## src/core/spmc_pkg.sv

```systemverilog
// spmc_pkg: shared constants, types and states of the serial controller
package spmc_pkg;

  // source clock and word geometry
  localparam int unsigned SRC_CLK_HZ = 50_000_000;
  localparam int          DATA_W     = 16;
  localparam int          FIFO_DEPTH = 8;
  localparam int          DLY_W      = 4;
  localparam logic [3:0]  DLY_MAX    = 4'hF;
  localparam logic [3:0]  WM1_MIN    = 4'h3;
  localparam logic [3:0]  WM1_MAX    = 4'hF;
  localparam int          SEL_N      = 4;

  // status flag positions
  localparam int FLG_RX_READY   = 0;
  localparam int FLG_TX_READY   = 1;
  localparam int FLG_RX_OVF     = 2;
  localparam int FLG_TX_STARVED = 3;
  localparam int FLG_SEL_ON     = 4;
  localparam int FLG_SEL_OFF    = 5;
  localparam int FLG_STALLED    = 6;
  localparam int FLG_XFER_DONE  = 7;
  localparam int FLG_IDLE       = 8;
  localparam int FLAG_N         = 9;
  localparam int IRQ_N          = 6;

  // static configuration
  typedef struct packed {
    logic        master;
    logic        cpol;
    logic        cpha;
    logic        lsb_first;
    logic [3:0]  width_m1;
    logic [1:0]  ssel_num;
    logic        ssel_none;
    logic [3:0]  select_active_level;
    logic        loopback;
    logic [31:0] baud_hz;
  } spmc_cfg_t;

  // delays in whole serial clock periods
  typedef struct packed {
    logic [DLY_W-1:0] select_to_clock_gap;
    logic [DLY_W-1:0] clock_to_deselect_gap;
    logic [DLY_W-1:0] inter_word_gap;
    logic [DLY_W-1:0] inter_transfer_gap;
  } spmc_dly_t;

  // per-word options of the tx control word
  typedef struct packed {
    logic frame_end_option;
    logic transfer_end_option;
    logic discard_rx_option;
  } spmc_opt_t;

  // one buffered transmit entry
  typedef struct packed {
    spmc_opt_t         tx_control_word;
    logic [DATA_W-1:0] data;
  } spmc_txw_t;

  localparam int TXW_W = $bits(spmc_txw_t);

  // master sequencer states
  typedef enum logic [2:0] {
    ST_IDLE  = 3'b000,
    ST_PRE   = 3'b001,
    ST_SHIFT = 3'b010,
    ST_WAIT  = 3'b011,
    ST_FGAP  = 3'b100,
    ST_POST  = 3'b101,
    ST_XGAP  = 3'b110
  } spmc_state_t;

endpackage

```

## src/core/spmc_ctrl.sv

```systemverilog
// spmc_ctrl: serial controller, master or slave, with transmit buffer
`timescale 1ns/1ns
module spmc_ctrl
  import spmc_pkg::*;
(
  input  wire logic              i_ref_clk,
  input  wire logic              i_sys_rst,
  input  wire logic              i_enable,
  input  wire spmc_cfg_t         i_cfg,
  input  wire spmc_dly_t         i_dly,
  input  wire logic [DATA_W-1:0] i_tx_data,
  input  wire logic              i_tx_data_valid,
  input  wire spmc_opt_t         i_tx_opt,
  input  wire logic              i_tx_ctrl_valid,
  output logic                   o_tx_ready,
  output logic [DATA_W-1:0]      o_rx_data,
  output logic                   o_rx_valid,
  input  wire logic              i_rx_ack,
  output logic [FLAG_N-1:0]      o_flags,
  input  wire logic [FLAG_N-1:0] i_flag_clr,
  input  wire logic [IRQ_N-1:0]  i_irq_en,
  output logic                   o_irq,
  output logic                   o_role_master,
  input  wire logic              i_sck,
  output logic                   o_sck,
  output logic                   o_sck_oe,
  input  wire logic              i_mosi,
  output logic                   o_mosi,
  output logic                   o_mosi_oe,
  input  wire logic              i_miso,
  output logic                   o_miso,
  output logic                   o_miso_oe,
  input  wire logic              i_ssel0,
  output logic [SEL_N-1:0]       o_ssel,
  output logic                   o_ssel_oe
);

  ////////////////////////////////////////////////////////////////////////////
  // shift helpers

  // left-justify msb-first words so the out bit is always at an end
  function automatic logic [DATA_W-1:0] load_sr(input logic [DATA_W-1:0] d,
                                                input logic [3:0] wm1, input logic lsb);
    return lsb ? d : (d << (4'hF - wm1));
  endfunction

  function automatic logic pick_bit(input logic [DATA_W-1:0] sr, input logic lsb);
    return lsb ? sr[0] : sr[DATA_W-1];
  endfunction

  function automatic logic [DATA_W-1:0] shift_sr(input logic [DATA_W-1:0] sr,
                                                 input logic lsb);
    return lsb ? {1'b0, sr[DATA_W-1:1]} : {sr[DATA_W-2:0], 1'b0};
  endfunction

  function automatic logic [DATA_W-1:0] ins_bit(input logic [DATA_W-1:0] rx,
                                                input logic b, input logic lsb);
    return lsb ? {b, rx[DATA_W-1:1]} : {rx[DATA_W-2:0], b};
  endfunction

  // right-align a finished receive word of wm1+1 bits
  function automatic logic [DATA_W-1:0] align_rx(input logic [DATA_W-1:0] rx,
                                                 input logic [3:0] wm1, input logic lsb);
    return lsb ? (rx >> (4'hF - wm1)) : (rx & (16'hFFFF >> (4'hF - wm1)));
  endfunction

  ////////////////////////////////////////////////////////////////////////////
  // declarations

  logic              en_q_ff;
  logic [3:0]        meta_ff;
  logic [3:0]        sync_ff;
  logic              sck_prev_ff;
  spmc_opt_t         opt_ff;
  spmc_state_t       state_ff;
  logic              half_ff;
  logic [3:0]        bitcnt_ff;
  logic [4:0]        dcnt_ff;
  spmc_opt_t         cur_opt_ff;
  logic [DATA_W-1:0] tx_sr_ff;
  logic [DATA_W-1:0] rx_sr_ff;
  logic [DATA_W-1:0] rx_word_ff;
  logic              done_ff;
  logic              done_disc_ff;
  logic              ssel_on_ff;
  logic              sel_prev_ff;
  logic [FLAG_N-1:0] sticky_ff;

  logic              tick;
  logic              fifo_ovalid;
  spmc_txw_t         fifo_odata;
  spmc_txw_t         fifo_idata;
  logic              pop;
  spmc_txw_t         ld_word;
  logic [3:0]        wm1;
  logic              lsb;
  logic              is_master;
  logic              s_sck;
  logic              s_mosi;
  logic              s_miso;
  logic              s_ssel;
  logic              ss_act;
  logic              ss_rise;
  logic              lead_ev;
  logic              trail_ev;
  logic              sample;
  logic              rx_in;
  logic              last_bit;
  logic              word_done;
  logic              load_go;
  logic              gap_zero;
  logic              sel_seen;
  logic              underrun;
  logic [FLAG_N-1:0] set_ev;

  ////////////////////////////////////////////////////////////////////////////
  // configuration decode and pin synchronisers

  assign wm1       = (i_cfg.width_m1 < WM1_MIN) ? WM1_MIN : i_cfg.width_m1;
  assign lsb       = i_cfg.lsb_first;
  assign is_master = o_role_master & en_q_ff;
  assign s_sck     = sync_ff[3];
  assign s_mosi    = sync_ff[2];
  assign s_miso    = sync_ff[1];
  assign s_ssel    = sync_ff[0];

  // two-stage synchroniser for the link pins
  always_ff @(posedge i_ref_clk or posedge i_sys_rst) begin
    if (i_sys_rst) begin
      meta_ff     <= '0;
      sync_ff     <= '0;
      sck_prev_ff <= 1'b0;
    end else begin
      meta_ff     <= {i_sck, i_mosi, i_miso, i_ssel0};
      sync_ff     <= meta_ff;
      sck_prev_ff <= sync_ff[3];
    end
  end

  always_ff @(posedge i_ref_clk or posedge i_sys_rst) begin
    if (i_sys_rst) begin
      en_q_ff       <= 1'b0;
      o_role_master <= 1'b0;
    end else begin
      en_q_ff <= i_enable;
      if (i_enable && !en_q_ff) begin
        o_role_master <= i_cfg.master;
      end
    end
  end

  ////////////////////////////////////////////////////////////////////////////
  // transmit buffer

  always_ff @(posedge i_ref_clk or posedge i_sys_rst) begin
    if (i_sys_rst) begin
      opt_ff <= '0;
    end else if (i_tx_ctrl_valid) begin
      opt_ff <= i_tx_opt;
    end
  end

  // data word takes fresh or standing options
  assign fifo_idata.tx_control_word = i_tx_ctrl_valid ? i_tx_opt : opt_ff;
  assign fifo_idata.data            = i_tx_data;

  spmc_fifo #(
    .W (TXW_W),
    .D (FIFO_DEPTH)
  ) u_fifo (
    .i_ref_clk   (i_ref_clk),
    .i_sys_rst   (i_sys_rst),
    .i_in_valid  (i_tx_data_valid),
    .o_in_ready  (o_tx_ready),
    .i_in_data   (fifo_idata),
    .o_out_valid (fifo_ovalid),
    .i_out_ready (pop),
    .o_out_data  (fifo_odata)
  );

  // half bit period tick for the master
  spmc_rate_gen u_rate (
    .i_ref_clk (i_ref_clk),
    .i_sys_rst (i_sys_rst),
    .i_run     (is_master),
    .i_baud_hz (i_cfg.baud_hz),
    .o_tick    (tick)
  );

  ////////////////////////////////////////////////////////////////////////////
  // shared shift engine events

  // slave sees its select through the level setting
  assign ss_act  = en_q_ff & !o_role_master & (s_ssel == i_cfg.select_active_level[0]);
  assign ss_rise = ss_act & !sel_prev_ff;

  // leading edge goes to the active level
  assign lead_ev  = is_master ? (tick & (state_ff == ST_SHIFT) & !half_ff)
                              : (ss_act & (s_sck != sck_prev_ff) & (s_sck != i_cfg.cpol));
  assign trail_ev = is_master ? (tick & (state_ff == ST_SHIFT) & half_ff)
                              : (ss_act & (s_sck != sck_prev_ff) & (s_sck == i_cfg.cpol));

  assign sample    = i_cfg.cpha ? trail_ev : lead_ev;
  // loopback takes our own out bit
  assign rx_in     = i_cfg.loopback ? (is_master ? o_mosi : o_miso)
                                    : (is_master ? s_miso : s_mosi);
  assign last_bit  = (bitcnt_ff == wm1);
  assign word_done = trail_ev & last_bit;
  assign gap_zero  = (dcnt_ff == '0);

  // word load: master from idle or wait, slave on select or word end
  assign load_go  = is_master ? (((state_ff == ST_IDLE) || (state_ff == ST_WAIT)) & fifo_ovalid)
                              : (ss_rise | (word_done & ss_act));
  assign pop      = load_go & fifo_ovalid;
  assign ld_word  = fifo_ovalid ? fifo_odata : '0;
  // slave must shift with nothing buffered
  assign underrun = !is_master & load_go & !fifo_ovalid;

  // shift registers, load, shift and sample
  always_ff @(posedge i_ref_clk or posedge i_sys_rst) begin
    if (i_sys_rst) begin
      tx_sr_ff   <= '0;
      rx_sr_ff   <= '0;
      bitcnt_ff  <= '0;
      half_ff    <= 1'b0;
      cur_opt_ff <= '0;
    end else begin
      if (sample) begin
        rx_sr_ff <= ins_bit(rx_sr_ff, rx_in, lsb);
      end
      if (load_go) begin
        tx_sr_ff   <= load_sr(ld_word.data, wm1, lsb);
        cur_opt_ff <= ld_word.tx_control_word;
        bitcnt_ff  <= '0;
        half_ff    <= 1'b0;
      end else if (lead_ev) begin
        half_ff <= 1'b1;
        // late phase moves data at leading edge
        if (i_cfg.cpha && bitcnt_ff != '0) begin
          tx_sr_ff <= shift_sr(tx_sr_ff, lsb);
        end
      end else if (trail_ev) begin
        half_ff   <= 1'b0;
        bitcnt_ff <= last_bit ? 4'h0 : bitcnt_ff + 4'h1;
        if (!i_cfg.cpha && !last_bit) begin
          tx_sr_ff <= shift_sr(tx_sr_ff, lsb);
        end
      end
    end
  end

  // finished word captured for delivery next cycle
  always_ff @(posedge i_ref_clk or posedge i_sys_rst) begin
    if (i_sys_rst) begin
      done_ff      <= 1'b0;
      done_disc_ff <= 1'b0;
      rx_word_ff   <= '0;
    end else begin
      done_ff      <= word_done;
      done_disc_ff <= cur_opt_ff.discard_rx_option;
      if (word_done) begin
        rx_word_ff <= align_rx(sample ? ins_bit(rx_sr_ff, rx_in, lsb) : rx_sr_ff, wm1, lsb);
      end
    end
  end

  ////////////////////////////////////////////////////////////////////////////
  // master sequencer

  always_ff @(posedge i_ref_clk or posedge i_sys_rst) begin
    if (i_sys_rst) begin
      state_ff   <= ST_IDLE;
      dcnt_ff    <= '0;
      ssel_on_ff <= 1'b0;
    end else if (!is_master) begin
      state_ff   <= ST_IDLE;
      dcnt_ff    <= '0;
      ssel_on_ff <= 1'b0;
    end else begin
      // gap counts two ticks per serial period
      if (!gap_zero && tick) begin
        dcnt_ff <= dcnt_ff - 5'h1;
      end
      unique case (state_ff)
        ST_IDLE: begin
          if (load_go) begin
            ssel_on_ff <= 1'b1;
            dcnt_ff    <= {i_dly.select_to_clock_gap, 1'b0};
            state_ff   <= ST_PRE;
          end
        end
        ST_PRE: begin
          if (gap_zero) begin
            state_ff <= ST_SHIFT;
          end
        end
        ST_SHIFT: begin
          if (word_done) begin
            if (cur_opt_ff.transfer_end_option) begin
              dcnt_ff  <= {i_dly.clock_to_deselect_gap, 1'b0};
              state_ff <= ST_POST;
            // frame end inserts the word gap
            end else if (cur_opt_ff.frame_end_option) begin
              dcnt_ff  <= {i_dly.inter_word_gap, 1'b0};
              state_ff <= ST_FGAP;
            end else begin
              state_ff <= ST_WAIT;
            end
          end
        end
        ST_WAIT: begin
          if (load_go) begin
            state_ff <= ST_SHIFT;
          end
        end
        ST_FGAP: begin
          if (gap_zero) begin
            state_ff <= ST_WAIT;
          end
        end
        ST_POST: begin
          if (gap_zero) begin
            ssel_on_ff <= 1'b0;
            dcnt_ff    <= {i_dly.inter_transfer_gap, 1'b0};
            state_ff   <= ST_XGAP;
          end
        end
        ST_XGAP: begin
          if (gap_zero) begin
            state_ff <= ST_IDLE;
          end
        end
        default: begin
          state_ff <= ST_IDLE;
        end
      endcase
    end
  end

  ////////////////////////////////////////////////////////////////////////////
  // pin drivers

  always_ff @(posedge i_ref_clk or posedge i_sys_rst) begin
    if (i_sys_rst) begin
      o_ssel    <= '0;
      o_ssel_oe <= 1'b0;
      o_sck     <= 1'b0;
      o_sck_oe  <= 1'b0;
      o_mosi    <= 1'b0;
      o_mosi_oe <= 1'b0;
      o_miso    <= 1'b0;
      o_miso_oe <= 1'b0;
    end else begin
      for (int i = 0; i < SEL_N; i++) begin
        o_ssel[i] <= (ssel_on_ff && !i_cfg.ssel_none && i_cfg.ssel_num == 2'(i))
                     ? i_cfg.select_active_level[i] : !i_cfg.select_active_level[i];
      end
      o_ssel_oe <= is_master;
      o_sck_oe  <= is_master;
      o_mosi_oe <= is_master;
      if (!is_master || state_ff != ST_SHIFT) begin
        o_sck <= i_cfg.cpol;
      end else if (lead_ev) begin
        o_sck <= !i_cfg.cpol;
      end else if (trail_ev) begin
        o_sck <= i_cfg.cpol;
      end
      o_mosi    <= pick_bit(tx_sr_ff, lsb);
      o_miso    <= pick_bit(tx_sr_ff, lsb);
      o_miso_oe <= ss_act;
    end
  end

  ////////////////////////////////////////////////////////////////////////////
  // receive holding register and status

  // select as seen in either role
  assign sel_seen = is_master ? (ssel_on_ff & !i_cfg.ssel_none) : ss_act;

  always_comb begin
    set_ev                 = '0;
    set_ev[FLG_RX_OVF]     = done_ff & !done_disc_ff & o_rx_valid & !i_rx_ack;
    set_ev[FLG_TX_STARVED] = underrun;
    set_ev[FLG_SEL_ON]     = sel_seen & !sel_prev_ff;
    set_ev[FLG_SEL_OFF]    = !sel_seen & sel_prev_ff;
    set_ev[FLG_XFER_DONE]  = is_master ? ((state_ff == ST_POST) & gap_zero)
                                       : (!sel_seen & sel_prev_ff);
  end

  always_ff @(posedge i_ref_clk or posedge i_sys_rst) begin
    if (i_sys_rst) begin
      o_rx_data   <= '0;
      o_rx_valid  <= 1'b0;
      sel_prev_ff <= 1'b0;
    end else begin
      sel_prev_ff <= sel_seen;
      if (done_ff && !done_disc_ff) begin
        o_rx_data  <= rx_word_ff;
        o_rx_valid <= 1'b1;
      end else if (i_rx_ack) begin
        o_rx_valid <= 1'b0;
      end
    end
  end

  // sticky flags, set wins over clear
  always_ff @(posedge i_ref_clk or posedge i_sys_rst) begin
    if (i_sys_rst) begin
      sticky_ff <= '0;
    end else begin
      sticky_ff <= (sticky_ff & ~i_flag_clr) | set_ev;
    end
  end

  always_ff @(posedge i_ref_clk or posedge i_sys_rst) begin
    if (i_sys_rst) begin
      o_flags <= '0;
      o_irq   <= 1'b0;
    end else begin
      o_flags                 <= sticky_ff;
      o_flags[FLG_RX_READY]   <= o_rx_valid;
      o_flags[FLG_TX_READY]   <= o_tx_ready;
      o_flags[FLG_STALLED]    <= is_master & (state_ff == ST_WAIT) & !fifo_ovalid;
      o_flags[FLG_IDLE]       <= !is_master | ((state_ff == ST_IDLE) & !fifo_ovalid);
      o_irq                   <= |(o_flags[IRQ_N-1:0] & i_irq_en);
    end
  end

endmodule

```

## src/core/spmc_fifo.sv

```systemverilog
// spmc_fifo: synchronous valid/ready fifo for transmit words
`timescale 1ns/1ns
module spmc_fifo #(
  parameter int W = 19,
  parameter int D = 8
) (
  input  wire logic         i_ref_clk,
  input  wire logic         i_sys_rst,
  input  wire logic         i_in_valid,
  output logic              o_in_ready,
  input  wire logic [W-1:0] i_in_data,
  output logic              o_out_valid,
  input  wire logic         i_out_ready,
  output logic [W-1:0]      o_out_data
);
  localparam int AW = (D > 1) ? $clog2(D) : 1;

  logic [W-1:0]  mem [D];
  logic [AW-1:0] wr_ptr_ff;
  logic [AW-1:0] rd_ptr_ff;
  logic [AW:0]   cnt_ff;
  logic [AW:0]   nxt_cnt;
  logic          push;
  logic          pop;

  // handshake on both sides
  assign push       = i_in_valid & o_in_ready;
  assign pop        = o_out_valid & i_out_ready;
  assign o_out_data = mem[rd_ptr_ff];

  always_comb begin
    nxt_cnt = cnt_ff;
    if (push && !pop) begin
      nxt_cnt = cnt_ff + 1'b1;
    end else if (pop && !push) begin
      nxt_cnt = cnt_ff - 1'b1;
    end
  end

  // storage write
  always_ff @(posedge i_ref_clk) begin
    if (push) begin
      mem[wr_ptr_ff] <= i_in_data;
    end
  end

  // pointers, count and registered full/empty
  always_ff @(posedge i_ref_clk or posedge i_sys_rst) begin
    if (i_sys_rst) begin
      wr_ptr_ff   <= '0;
      rd_ptr_ff   <= '0;
      cnt_ff      <= '0;
      o_in_ready  <= 1'b1;
      o_out_valid <= 1'b0;
    end else begin
      if (push) begin
        wr_ptr_ff <= (wr_ptr_ff == AW'(D - 1)) ? '0 : wr_ptr_ff + 1'b1;
      end
      if (pop) begin
        rd_ptr_ff <= (rd_ptr_ff == AW'(D - 1)) ? '0 : rd_ptr_ff + 1'b1;
      end
      cnt_ff      <= nxt_cnt;
      o_in_ready  <= (nxt_cnt != (AW+1)'(D));
      o_out_valid <= (nxt_cnt != '0);
    end
  end
endmodule

```

## src/core/spmc_rate_gen.sv

```systemverilog
// spmc_rate_gen: half bit period tick from a rate given in hertz
`timescale 1ns/1ns
module spmc_rate_gen
  import spmc_pkg::*;
(
  input  wire logic        i_ref_clk,
  input  wire logic        i_sys_rst,
  input  wire logic        i_run,
  input  wire logic [31:0] i_baud_hz,
  output logic             o_tick
);
  localparam logic [32:0] SRC = 33'(SRC_CLK_HZ);

  logic [31:0] acc_ff;
  logic [32:0] inc;
  logic [32:0] sum;

  // two ticks per bit; rates above half the source clock saturate
  assign inc = ({i_baud_hz, 1'b0} > SRC) ? SRC : {i_baud_hz, 1'b0};
  assign sum = {1'b0, acc_ff} + inc;

  // fractional accumulator, no divider needed
  always_ff @(posedge i_ref_clk or posedge i_sys_rst) begin
    if (i_sys_rst) begin
      acc_ff <= '0;
      o_tick <= 1'b0;
    end else if (!i_run) begin
      acc_ff <= '0;
      o_tick <= 1'b0;
    end else if (sum >= SRC) begin
      acc_ff <= 32'(sum - SRC);
      o_tick <= 1'b1;
    end else begin
      acc_ff <= sum[31:0];
      o_tick <= 1'b0;
    end
  end
endmodule

```

## config.mk

```make
export PLATFORM = sky130hd
export DESIGN_NAME = spmc_ctrl
export DESIGN_NICKNAME = d
export VERILOG_FILES = /design/src/core/spmc_pkg.sv /design/src/core/spmc_ctrl.sv /design/src/core/spmc_fifo.sv /design/src/core/spmc_rate_gen.sv
export SDC_FILE = /design/constraint.sdc
export NUM_CORES = 1
export LEC_CHECK = 0
export BUFFER_PORTS_ARGS = -buffer_cell sky130_fd_sc_hd__buf_2
export CAP_MARGIN = 25
export CORE_MARGIN = 2
export CORE_UTILIZATION = 35
export DETAILED_ROUTE_END_ITERATION = 16
export PLACE_DENSITY_LB_ADDON = 0.05
export SLEW_MARGIN = 20
export SYNTH_ARGS = -nofsm -noshare
export SYNTH_HDL_FRONTEND = slang
export SYNTH_SLANG_ARGS = --single-unit
```

## constraint.sdc

```tcl
create_clock -name i_ref_clk -period 6.01 [get_ports i_ref_clk]
set_input_delay 0.601 -clock i_ref_clk [delete_from_list [all_inputs] [get_ports i_ref_clk]]
set_output_delay 0.601 -clock i_ref_clk [all_outputs]
set_load 0.05 [all_outputs]
```

Word-level counts from Yosys, hierarchy flattened --
Memories as Yosys holds them, arrays and structs flattened. Index checks and enable logic that the tools add are counted.
Cells by class: add/sub/neg operators 9, $mul 0, div/mod/pow operators 0, magnitude comparators 3, equality and inequality tests 28, shift-type cells 3, multiplexer cells 72, bitwise gates (word level) 35, reduce and logical (&&, ||, !) cells 49
Operators by type and width (count):
- $mux 16 | 10
- $mux 32 | 2
- $mux 3 | 13
- $mux 5 | 7
- $add 32x33->33 | 1
- $ge 33x26->1 const B | 1
- $gt 33x26->1 const B | 1
- $mux 33 | 1
- $sub 32x26->32 const B | 1
- $and 1x1->1 | 28
- $mux 1 | 28
- $mux 4 | 7
- $ne 3x3->1 const B | 7
- $pmux 3 s7 | 1
- $logic_not 1->1 | 20
- $mux 19 | 1
- $and 16x16->16 | 1
- $shl 16x4->16 | 1
- $shr 16x4->16 | 1
- $shr 16x4->16 const A | 1
- $eq 3x3->1 const B | 5
- $pmux 5 s3 | 1
- $logic_and 1x1->1 | 12
- $and 9x9->9 | 1
- other kinds (33) | 47
Storage, ports and cells: bits in registers 171, latch bits 0, bits in writable memories 152, bits in read-only memories 0, input bits 108, output and inout bits 40, logic and storage cells 239, memories kept 1
Memories:
- u_fifo.mem | depth 8, bits a word 19, rd ports 1, clocked after memory_dff 0, wr ports 1, RTL line spmc_fifo.sv:18 | logic [W-1:0] mem [D];

Longest topological paths before layout --
Gate-level depths: netlist of the first run.
depth in word-level cells 16, depth in mapped cells 24, mapped depth without buffers 21

By module --
From an unflattened synthesis of the first run, not the netlist that was laid out.
Unflattened totals: cells, all modules 1683, area total of the unflattened synthesis 18300.1 µm²
By module, submodules not included:
- spmc_ctrl | instances 1, cells each 854, area an instance 7539.7 µm², seq. area each 3052.9 µm²
- spmc_fifo | instances 1, cells each 287, area an instance 6505.0 µm², seq. area each 4865.9 µm²
- spmc_rate_gen | instances 1, cells each 542, area an instance 4255.3 µm², seq. area each 800.8 µm²

Least setup slack after synthesis of the first run --
Ideal clock, no wire load.
path type in2reg, start point input i_cfg[10] (netlist bit), end point register u_rate.acc_ff[30], setup time 78 ps, data arrival time 5115 ps, required time 5932 ps, slack 817 ps, stages 22, buffers on the path 2, path through nor4_1 nor2b_1 o21bai_1 a21oi_1 o21bai_1 o311ai_0 and3_1 clkbuf_1 and2_1 ha_1 a211oi_2 o31ai_4 a221oi_4 xnor2_1 nand2_1 or3_1 o22ai_1 o2111ai_1 buf_2 a2111o_1 or3_1 a21oi_1
Between the ends: word-level cells in the longest chain between the ends 6, elaborated cells on any way between the ends 7, classes of those cells add/sub (2); order compare (2); mux (3)
RTL lines:
- start, declared | RTL line spmc_ctrl.sv:9 | input wire spmc_cfg_t i_cfg,
- $gt 33x26->1 | RTL line spmc_rate_gen.sv:19 | assign inc = ({i_baud_hz, 1'b0} > SRC) ? SRC : {i_baud_hz, 1'b0};
- $mux 33 * | RTL line spmc_rate_gen.sv:19
- $add 32x33->33 * | RTL line spmc_rate_gen.sv:20 | assign sum = {1'b0, acc_ff} + inc;
- $sub 32x26->32 / $ge 33x26->1 (equally long branches) | RTL line spmc_rate_gen.sv:31, spmc_rate_gen.sv:30
- $mux 32 * | RTL line spmc_rate_gen.sv:30 | end else if (sum >= SRC) begin
- $mux 32 * | RTL line spmc_rate_gen.sv:27 | end else if (!i_run) begin
- end signal, assigned | RTL line spmc_rate_gen.sv:31 | acc_ff <= 32'(sum - SRC);
- end signal, assigned | RTL line spmc_rate_gen.sv:34 | acc_ff <= sum[31:0];
- end, declared | RTL line spmc_rate_gen.sv:14 | logic [31:0] acc_ff;
Mark *: on every way between the ends. The rest lies on a longest branch, timed or not. A chain may end at the register's enable or synchronous reset.

Final worst setup path of the first run --
start point input i_cfg[9] (netlist bit), end point register u_rate.acc_ff[22]
Same word-level chain as after synthesis.

==> out/metrics.cfg, run 1 <==
[status]
status = finished clean

[pwr]
p_sw_frac = 0.385
internal_power_w = 0.00553
p_sw_w = 0.00346
leakage_nw = 8.33
peakVddDrop_mv = 0.238
pwr-share-clk = 0.255
seq_power_share = 0.323
powerDensity_mw_per_mm2 = 448
comb_power_share = 0.422
finalPower_w = 0.00899

[synth]
synth_commonest_cells = dfrtp_1, edfxtp_1, nand2_1
synth_area_mm2 = 0.0171
ys_seq_area_frac = 0.509
synth-edff-count = 152
synthSimpleGateAreaFrac = 0.132
synth_top_family_by_area = compound AO/OA/AOI/OAI gates
synth_compound_area_frac = 0.150
ys_warn_count = 0
ys_seq_elements = 318
synth_area_leader_cell = edfxtp_1
muxShareOfSynthArea = 0.118
ys_types = 90
ys_async_sr_fraction = 0.522
syn_area_per_cell_um2 = 10.9
synth_ff_type = dfrtp_1
synthXorXnorAreaFrac = 0.0290
ys_top_cells_by_area = edfxtp_1, dfrtp_1, mux4_2, mux2_2, nand2_1
syn_inst = 1574
synth.most_common_cell = dfrtp_1
synth_fa_ha_area_frac = 0.0325
yosys.area.top_type_share = 0.266

[sta]
hold_ws_ps = 133
setup_viol = 0
max_slew_margin = 0.427
fmax_mhz = 191
skew_ps = 17.3
hold_violations = 0
period_needed_ps = 5250
worst_slew_pin_slew_ps = 860
finalSetupTns_ps = 0
rsz0062_at_grt = false
period_share = 0.873
slew_viol_final = 0

[grt]
grt_pass1_vias = 12373
track_usage = 0.184
overflow = 0
antenna_found_initial = 1
grt_pass1_wl_um = 72300
grt_max_degree = 89

[route]
vias_per_cell = 5.28
drt_iter0_drc = 745
post_drt_wl_per_cell_um = 19.7
postRouteAntennaNets = 0
drc_errors = 0
first_pass_iters = 5
drt_wl_total_um = 46900
vias = 12577

[die]
core_area_mm2 = 0.0486
die_w_um = 225
die_h_um = 225
initial_utilization = 0.352
row_count = 81
num_io_pins = 148
dieArea_mm2 = 0.0508

[worst_setup_path]
worstSetupStartpointType = input port
rrSetupSlack_ps = 1810
worstSetupPathType = input port to flop
crit_arrival_ps = 5730
critPathRequiredTime_ps = 6490
crit_fanout = 25
end_kind = flop

[clock_network]
numCtsBuffers = 38
clk_latency_ps = 570
cts_root_buffer = clkbuf_16
post_cts_resized = 0
h-tree-depth = 2
clkTransAtPathRegs_ps = 60
cts_buffer_depth = 3
cts.sink_count = 318
hold_buffers = 0
postCtsSetupRepairBufs = 0
cts_tree = done

[placement]
place_congestion = 0.818
place_hpwl_um = 32200
port_buffers = 143

[finish]
num-fill-cells = 4763
syn_to_final_growth_pct = 17.1
antenna_cells = 0
multi_input_area_mm2 = 0.00799
layout-drive-gt1-share = 0.222
nets = 1883
seq_area_mm2 = 0.00872

[worst_hold_path]
hp-class = input port to flop

[flow_run]
drv_cap = 0

## logic make-up (layout without fill, tap and decap cells)
| group | after synthesis | count (layout) |
|---|---|---|
| multiplexers | 147 | 147 |
| AO/OA/AOI/OAI | 395 | 395 |
| other | 1 | 6 |
| AND/OR/NAND/NOR | 483 | 483 |
| XOR/XNOR | 56 | 56 |
| adder cells (fa/ha/maj) | 44 | 44 |
| flip-flops | 318 | 318 |
| buffers and inverters | 130 | 312 |
## cell type report
| type | count | area share |
|---|---|---|
| inverter | 43 | 0.00842 |
| clock buffer | 48 | 0.0508 |
| sequential | 318 | 0.435 |
| multi-input combinational | 1131 | 0.398 |
| tap | 622 | 0.0388 |
| clock inverter | 22 | 0.0114 |
| timing repair buffer | 199 | 0.0582 |
## final timing paths
kind / start / endpoint / depth (start not counted)
worst min-delay path: i_sck / meta_ff[3]$_DFF_PP0_ / 1
worst min register to register: meta_ff[1]$_DFF_PP0_ / sync_ff[1]$_DFF_PP0_ / 0
worst max register to register: u_rate.acc_ff[1]$_DFF_PP0_ / u_rate.acc_ff[22]$_DFF_PP0_ / 14
worst max-delay path: i_cfg[9] / u_rate.acc_ff[22]$_DFF_PP0_ / 25
min in group asynchronous: i_sys_rst / u_rate.acc_ff[5]$_DFF_PP0_ / 2
max in group asynchronous: i_sys_rst / o_rx_data[5]$_DFFE_PP0P_ / 3
## layout by cell type (no fill, tap or decap), types with 39 or more instances in the layout
master     instances
edfxtp_1         152
inv_1             39
nor2_1           141
a21oi_1          107
buf_4             52
clkbuf_16         39
mux2_2            58
nand3_1           41
nand2_1          149
o21ai_0          101
ha_1              43
buf_2            143
mux2i_1           51
dfrtp_1          164
## registers in the layout, summed over array words and instances (netlist names), 3 cells and up
| register | flops |
|---|---|
| bitcnt_ff | 4 |
| cur_opt_ff | 3 |
| dcnt_ff | 5 |
| meta_ff | 4 |
| o_flags | 9 |
| o_rx_data | 16 |
| o_ssel | 4 |
| opt_ff | 3 |
| rx_sr_ff | 16 |
| rx_word_ff | 16 |
| state_ff | 3 |
| sticky_ff | 5 |
| sync_ff | 4 |
| tx_sr_ff | 16 |
| u_fifo.cnt_ff | 4 |
| u_fifo.mem | 152 |
| u_fifo.rd_ptr_ff | 3 |
| u_fifo.wr_ptr_ff | 3 |
| u_rate.acc_ff | 31 |
## metrics by stage
stage	utilization	instance area (um^2)	setup slack [ps]	instances
2_1_floorplan	-	17200	817	1579
3_3_place_gp	0.386	18800	221	2311
3_5_place_dp	0.387	18800	194	2313
4_1_cts	0.413	20100	756	2383
5_1_grt	0.413	20100	230	2383
6_report	0.413	20100	761	2383
## critical path, stage by stage
cell and delay (ps):
buf_2 90, nor4_1 50, buf_4 140, nor2b_1 120
o21bai_1 120, a21oi_1 80, o21bai_1 100, o311ai_0 130
and3_1 230, buf_12 160, and2_1 160, ha_1 210
fa_1 430, a211oi_2 290, o21ai_1 230, a211oi_1 300
o21bai_1 170, o21ai_0 340, xnor2_1 200, nor3_2 240
o2111ai_1 250, and2_1 280, buf_4 190, or4_1 470
o21ai_1 110
## metal layers
| layer | wire length, um | track usage |
|---|---|---|
| met5 | 13 | 0 |
| met2 | 22100 | 0.299 |
| met1 | 21900 | 0.257 |
| met3 | 1820 | 0.0253 |
| met4 | 988 | 0.0528 |
## power by group through the flow
| stage | combinational, W | clock, W | sequential [W] |
|---|---|---|---|
| detailed placement | 0.00381 | 0 | 0.00295 |
| floorplan | 0.00267 | 0 | 0.00292 |
| finish | 0.00379 | 0.00230 | 0.00290 |
| CTS | 0.00383 | 0.00237 | 0.00291 |
| global route | 0.00419 | 0.00245 | 0.00295 |
| global placement | 0.00380 | 0 | 0.00294 |
Power figures use the tool's default switching activity.
==> inputs of run 2 (changes only) <==
- BUFFER_PORTS_ARGS: -buffer_cell sky130_fd_sc_hd__buf_2 -> -buffer_cell sky130_fd_sc_hd__buf_4
- CORE_ASPECT_RATIO: unset -> 0.9
==> run 2 against run 1 <==
  * Largest power group unchanged
  * Setup slack got worse by 110 ps
  * Die area hardly changed
  * Clock power shrank 3%
  * Clock-buffer cell count did not move
==> out/metrics.cfg, run 2 (synthesis results as in run 1) <==
[sta]
setup_viol = 0  ; unchanged
period_needed_ps = 5360  ; was 5250 ps
max_slew_margin = 0.421  ; was 0.427
slew_viol_final = 0  ; unchanged
rsz0062_at_grt = false  ; unchanged
skew_ps = 34.5  ; was 17.3 ps
worst_slew_pin_slew_ps = 869  ; was 860 ps
period_share = 0.892  ; was 0.873
finalSetupTns_ps = 0  ; unchanged
hold_violations = 0  ; unchanged
fmax_mhz = 186  ; was 191 MHz

[worst_setup_path]
crit_slowest_cell = or4b_1  ; was or4_1
worstPathCellList = buf_4 -> nor4_1 -> buf_4 -> nor2b_1 -> o21bai_1 -> a21oi_1 -> o21bai_1 -> o311ai_0 -> and3_1 -> buf_12 -> and2_1 -> ha_1 -> and4_1 -> and2_1 -> a221oi_4 -> buf_4 -> o41ai_4 -> xnor2_2 -> nand2b_2 -> o31ai_4 -> o2111ai_1 -> and2_1 -> or4b_1 -> a21oi_1
critPathRequiredTime_ps = 6470  ; was 6490 ps
crit_arrival_ps = 5830  ; was 5730 ps
cp.depth = 24  ; was 25
cp-startpoint = i_cfg[10]  ; was i_cfg[9]
critPathBufInv = 4  ; unchanged
rr_endpoint = rx_word_ff[0]$_DFFE_PP0P_  ; was u_rate.acc_ff[22]$_DFF_PP0_
worst_r2r_path_depth = 11  ; was 14
reg2reg_from = o_role_master$_DFFE_PP0P_  ; was u_rate.acc_ff[1]$_DFF_PP0_
end_kind = flop  ; unchanged
crit_fanout = 14  ; was 25
slowest_delay_ps = 510  ; was 470 ps
cp-endpoint = u_rate.acc_ff[29]$_DFF_PP0_  ; was u_rate.acc_ff[22]$_DFF_PP0_
worstSetupStartpointType = input port  ; unchanged
worstSetupPathType = input port to flop  ; unchanged
path_delay_family = simple AND/OR/NAND/NOR gates  ; was compound AO/OA/AOI/OAI gates
rrSetupSlack_ps = 1810  ; about the same

[pwr]
internal_power_w = 0.00559  ; was 0.00553 W
powerDensity_mw_per_mm2 = 440  ; was 448 mW/mm^2
leakage_nw = 8.46  ; was 8.33 nW
pwr-share-clk = 0.249  ; was 0.255
p_sw_w = 0.00342  ; was 0.00346 W
comb_power_share = 0.426  ; was 0.422
finalPower_w = 0.00900  ; was 0.00899 W
peakVddDrop_mv = 0.242  ; was 0.238 mV
p_sw_frac = 0.379  ; was 0.385
seq_power_share = 0.325  ; was 0.323

[grt]
track_usage = 0.185  ; was 0.184
overflow = 0  ; unchanged
grt_pass1_wl_um = 74000  ; was 72300 um
antenna_found_initial = 1  ; unchanged
grt_max_degree = 115  ; was 89
grt_pass1_vias = 12650  ; was 12373

[clock_network]
cts_root_buffer = clkbuf_16  ; unchanged
h-tree-depth = 2  ; unchanged
numCtsBuffers = 37  ; was 38
postCtsSetupRepairBufs = 0  ; unchanged
clk_latency_ps = 580  ; was 570 ps
cts_buffer_depth = 3  ; unchanged
cts_tree = done  ; unchanged
clkTransAtPathRegs_ps = 60  ; about the same
cts.sink_count = 318  ; unchanged
post_cts_resized = 0  ; unchanged
hold_buffers = 0  ; unchanged

[finish]
layout-drive-gt1-share = 0.224  ; was 0.222
num-fill-cells = 4643  ; was 4763
largest_reg_flops = 152  ; unchanged
mostFrequentLayoutCells = buf_4, dfrtp_1, edfxtp_1  ; was dfrtp_1, edfxtp_1, nand2_1
layout_commonest_cell = buf_4  ; was dfrtp_1
top_register = u_fifo.mem  ; unchanged
largestRegisters = u_fifo.mem x152, u_rate.acc_ff x31  ; unchanged
syn_to_final_growth_pct = 19.4  ; was 17.1%
nets = 1895  ; was 1883

[placement]
place_hpwl_um = 31900  ; was 32200 um
port_buffers = 143  ; unchanged
place_congestion = 0.839  ; was 0.818

[route]
drt_iter0_drc = 816  ; was 745
postRouteAntennaNets = 0  ; unchanged
vias = 12632  ; was 12577
first_pass_iters = 5  ; unchanged
drc_errors = 0  ; unchanged
drt_wl_total_um = 46400  ; was 46900 um
vias_per_cell = 5.28  ; about the same
post_drt_wl_per_cell_um = 19.4  ; was 19.7 um

[die]
die_w_um = 237  ; was 225 um
num_io_pins = 148  ; unchanged
initial_utilization = 0.356  ; was 0.352
dieArea_mm2 = 0.0508  ; about the same
core_area_mm2 = 0.0481  ; was 0.0486 mm^2
row_count = 76  ; was 81
die_h_um = 214  ; was 225 um

[status]
status = finished clean  ; unchanged

[flow_run]
drv_cap = 0  ; unchanged

[worst_hold_path]
hp-class = input port to flop  ; unchanged

## run 2: worst min-delay path by stage
stage | depth (start not counted) | startpoint | endpoint | slack (ps)
after floorplan | 0 | meta_ff[0]$_DFF_PP0_ | sync_ff[0]$_DFF_PP0_ | 330
after global placement | 0 | meta_ff[3]$_DFF_PP0_ | sync_ff[3]$_DFF_PP0_ | 340
after detailed placement | 0 | meta_ff[2]$_DFF_PP0_ | sync_ff[2]$_DFF_PP0_ | 330
after CTS | 1 | i_sck | meta_ff[3]$_DFF_PP0_ | 100
after global routing | 1 | i_sck | meta_ff[3]$_DFF_PP0_ | 110
final | 1 | i_sck | meta_ff[3]$_DFF_PP0_ | 130
## run 2: through the flow
| stage | utilization | hold slack (ps) | setup WS, ps | instances | cell area, um^2 |
|---|---|---|---|---|---|
| after floorplan | - | 331 | 817 | 1579 | 17200 |
| after global placement | 0.400 | 335 | 49.4 | 2326 | 19200 |
| after detailed placement | 0.400 | 335 | 71.9 | 2328 | 19300 |
| after CTS | 0.426 | 98.7 | 609 | 2393 | 20500 |
| after global routing | 0.426 | 111 | 205 | 2393 | 20500 |
| final | 0.426 | 133 | 647 | 2394 | 20500 |
## run 2: cell type report
type	instances	area (um^2)	share of cell area
Multi-Input combinational cell	1131	7990	0.390
Clock buffer	48	977	0.0477
Sequential cell	318	8720	0.426
Clock inverter	17	231	0.0113
Antenna cell	1	2.50	0.000122
Timing Repair Buffer	212	1610	0.0787
Inverter	43	169	0.00825
Tap cell	624	781	0.0381
## run 2: worst register-to-register path, delay by kind of cell (launching register included)
family | cells | cell delay [ps]
DFF | 1 | 550
buffers and inverters | 1 | 620
AOI/OAI and AO/OA | 5 | 1350
muxes | 4 | 1380
and+or+nand+nor | 1 | 180
## run 2: per-layer routing
metal  up-vias  GRT usage  wire length [um]
li1       6167          -                 -
met3        48     0.0255              1830
met2       236      0.300             21600
met4         0     0.0419               747
met5         -          0                 0
met1      6181      0.264             22200
## run 2: power groups by stage
stage | registers, W | logic, W | clock network, W
after CTS | 0.00293 | 0.00387 | 0.00233
after global routing | 0.00297 | 0.00427 | 0.00242
final | 0.00293 | 0.00383 | 0.00224
after detailed placement | 0.00297 | 0.00384 | 0
after global placement | 0.00296 | 0.00383 | 0
after floorplan | 0.00292 | 0.00267 | 0
==> inputs of run 3 (changes only) <==
- CORE_UTILIZATION: 35 -> 60
==> run 3 against run 2 <==
  * Critical path depth fell by 1
  * Register-to-register slack better by 70 ps
  * First-iteration DRC count is 74% higher
  * Sequential cell count is the same
  * Highest routed layer unchanged
  * Clock skew is 12 ps lower
  * Clock-buffer cell count fell by 1
  * Largest power group unchanged
==> out/metrics.cfg, run 3 (synthesis results as in run 1) <==
[status]
status = finished clean  ; unchanged

[clock_network]
cts_buffer_depth = 3  ; unchanged
clkTransAtPathRegs_ps = 60  ; about the same
numCtsBuffers = 34  ; was 37
cts.sink_count = 318  ; unchanged
post_cts_resized = 0  ; unchanged
clk_latency_ps = 530  ; was 580 ps
cts_tree = done  ; unchanged
cts_root_buffer = clkbuf_16  ; unchanged
hold_buffers = 0  ; unchanged
h-tree-depth = 2  ; unchanged
postCtsSetupRepairBufs = 0  ; unchanged

[sta]
skew_ps = 23.0  ; was 34.5 ps
fmax_mhz = 190  ; was 186 MHz
period_needed_ps = 5270  ; was 5360 ps
finalSetupTns_ps = 0  ; unchanged
max_slew_margin = 0.400  ; was 0.421
rsz0062_at_grt = false  ; unchanged
period_share = 0.877  ; was 0.892
setup_viol = 0  ; unchanged
slew_viol_final = 0  ; unchanged
setup_ws_ps = 738  ; was 647 ps
worst_slew_pin_slew_ps = 900  ; was 869 ps
hold_violations = 0  ; unchanged

[finish]
top_register = u_fifo.mem  ; unchanged
num-fill-cells = 2045  ; was 4643
largestRegisters = u_fifo.mem x152, u_rate.acc_ff x31  ; unchanged
layout-drive-gt1-share = 0.213  ; was 0.224
largest_reg_flops = 152  ; unchanged
layout_commonest_cell = buf_4  ; unchanged
antenna_cells = 0  ; was 1
mostFrequentLayoutCells = buf_4, dfrtp_1, edfxtp_1  ; unchanged
nets = 1863  ; was 1895
syn_to_final_growth_pct = 15.9  ; was 19.4%

[grt]
track_usage = 0.272  ; was 0.185
grt_max_degree = 77  ; was 115
met2_usage = 0.454  ; was 0.300
antenna_found_initial = 0  ; was 1
met1_usage = 0.381  ; was 0.264
met3_usage = 0.0328  ; was 0.0255
overflow = 0  ; unchanged
grt_pass1_vias = 12370  ; was 12650
busiest_layer = met2  ; unchanged
grt_pass1_wl_um = 64800  ; was 74000 um

[placement]
port_buffers = 143  ; unchanged
place_congestion = 0.896  ; was 0.839
dpl_worst_slack_ps = 297  ; was 71.9 ps
place_hpwl_um = 27500  ; was 31900 um

[die]
row_count = 58  ; was 76
initial_utilization = 0.612  ; was 0.356
num_io_pins = 148  ; unchanged
core_area_mm2 = 0.0280  ; was 0.0481 mm^2
die_w_um = 182  ; was 237 um
die_h_um = 164  ; was 214 um
dieArea_mm2 = 0.0299  ; was 0.0508 mm^2

[route]
vias_per_cell = 6.13  ; was 5.28
drc_errors = 0  ; unchanged
drt_wl_total_um = 40500  ; was 46400 um
first_pass_iters = 6  ; was 5
drt_iter0_drc = 1418  ; was 816
post_drt_wl_per_cell_um = 19.3  ; was 19.4 um
vias = 12864  ; was 12632
postRouteAntennaNets = 0  ; unchanged

[flow_run]
drv_cap = 0  ; unchanged

[worst_setup_path]
end_kind = flop  ; unchanged
critPathRequiredTime_ps = 6450  ; was 6470 ps
crit_fanout = 14  ; unchanged
crit_arrival_ps = 5710  ; was 5830 ps
worstSetupPathType = input port to flop  ; unchanged
worst_r2r_path_depth = 13  ; was 11
worstSetupStartpointType = input port  ; unchanged

[pwr]
leakage_nw = 8.30  ; was 8.46 nW
peakVddDrop_mv = 0.284  ; was 0.242 mV
powerDensity_mw_per_mm2 = 437  ; was 440 mW/mm^2

[worst_hold_path]
hp-class = input port to async pin  ; was input port to flop

-- run 3: power by group --
part | switching, W | leakage (nW) | internal (W)
Sequential | 0.000255 | 3.55 | 0.00267
Clock | 0.000883 | 0.554 | 0.00122
Combinational | 0.00213 | 4.19 | 0.00153
-- run 3: final cells by class --
cell class              count  area (um^2)  share of cell area
repair buffers            183         1410              0.0711
well taps                 360          450              0.0227
inverters                  43          166             0.00837
clock inverters            15          168             0.00844
multi-input cells        1131         7990               0.402
flip-flops and latches    318         8720               0.439
clock buffers              47          963              0.0485
-- run 3: critical path, stage by stage --
cell	delay, ps
buf_4	120
nor2b_1	120
nand4_1	140
o21bai_1	170
a21oi_1	80
o21bai_1	120
o311ai_0	130
and3_1	200
buf_4	180
and2_1	170
ha_1	210
fa_1	420
a211oi_2	350
o211ai_1	220
a21oi_1	270
xnor2_1	280
nand2_1	110
or3_1	410
o22ai_1	210
o2111ai_1	210
and2_1	310
or4b_1	520
a21oi_1	160
-- run 3: through the flow --
| step | total power, W | cell area [um^2] | instances | utilization | hold slack (ps) |
|---|---|---|---|---|---|
| after floorplan | 0.00559 | 17200 | 1579 | - | 331 |
| after global placement | 0.00647 | 18700 | 2033 | 0.667 | 332 |
| after detailed placement | 0.00656 | 18700 | 2033 | 0.667 | 337 |
| after CTS | 0.00869 | 19800 | 2095 | 0.707 | 1.16 |
| after global routing | 0.00921 | 19900 | 2097 | 0.710 | 4.44 |
| final | 0.00869 | 19900 | 2097 | 0.710 | 6.61 |
-- run 3: worst paths after layout --
check                                                 from                          end  slack [ps]
worst max-delay path                             i_cfg[15]  u_rate.acc_ff[29]$_DFF_PP0_         740
worst min-delay path                             i_sys_rst         o_flags[6]$_DFF_PP0_           7
worst max register to register  u_rate.acc_ff[1]$_DFF_PP0_  u_rate.acc_ff[29]$_DFF_PP0_        1880
worst min register to register        meta_ff[3]$_DFF_PP0_         sync_ff[3]$_DFF_PP0_         340
max in group asynchronous                        i_sys_rst  u_fifo.o_in_ready$_DFF_PP1_        5120
min in group i_ref_clk                              i_mosi         meta_ff[2]$_DFF_PP0_         180
-- run 3: per-layer routing --
metal  vias to the layer above  wire, um  part of all wire
met5                         -         0                 0
met4                         0       886             0.022
met3                        59      2280             0.056
met2                       419     19500              0.48
met1                      6272     17900              0.44
li1                       6114         -                 -
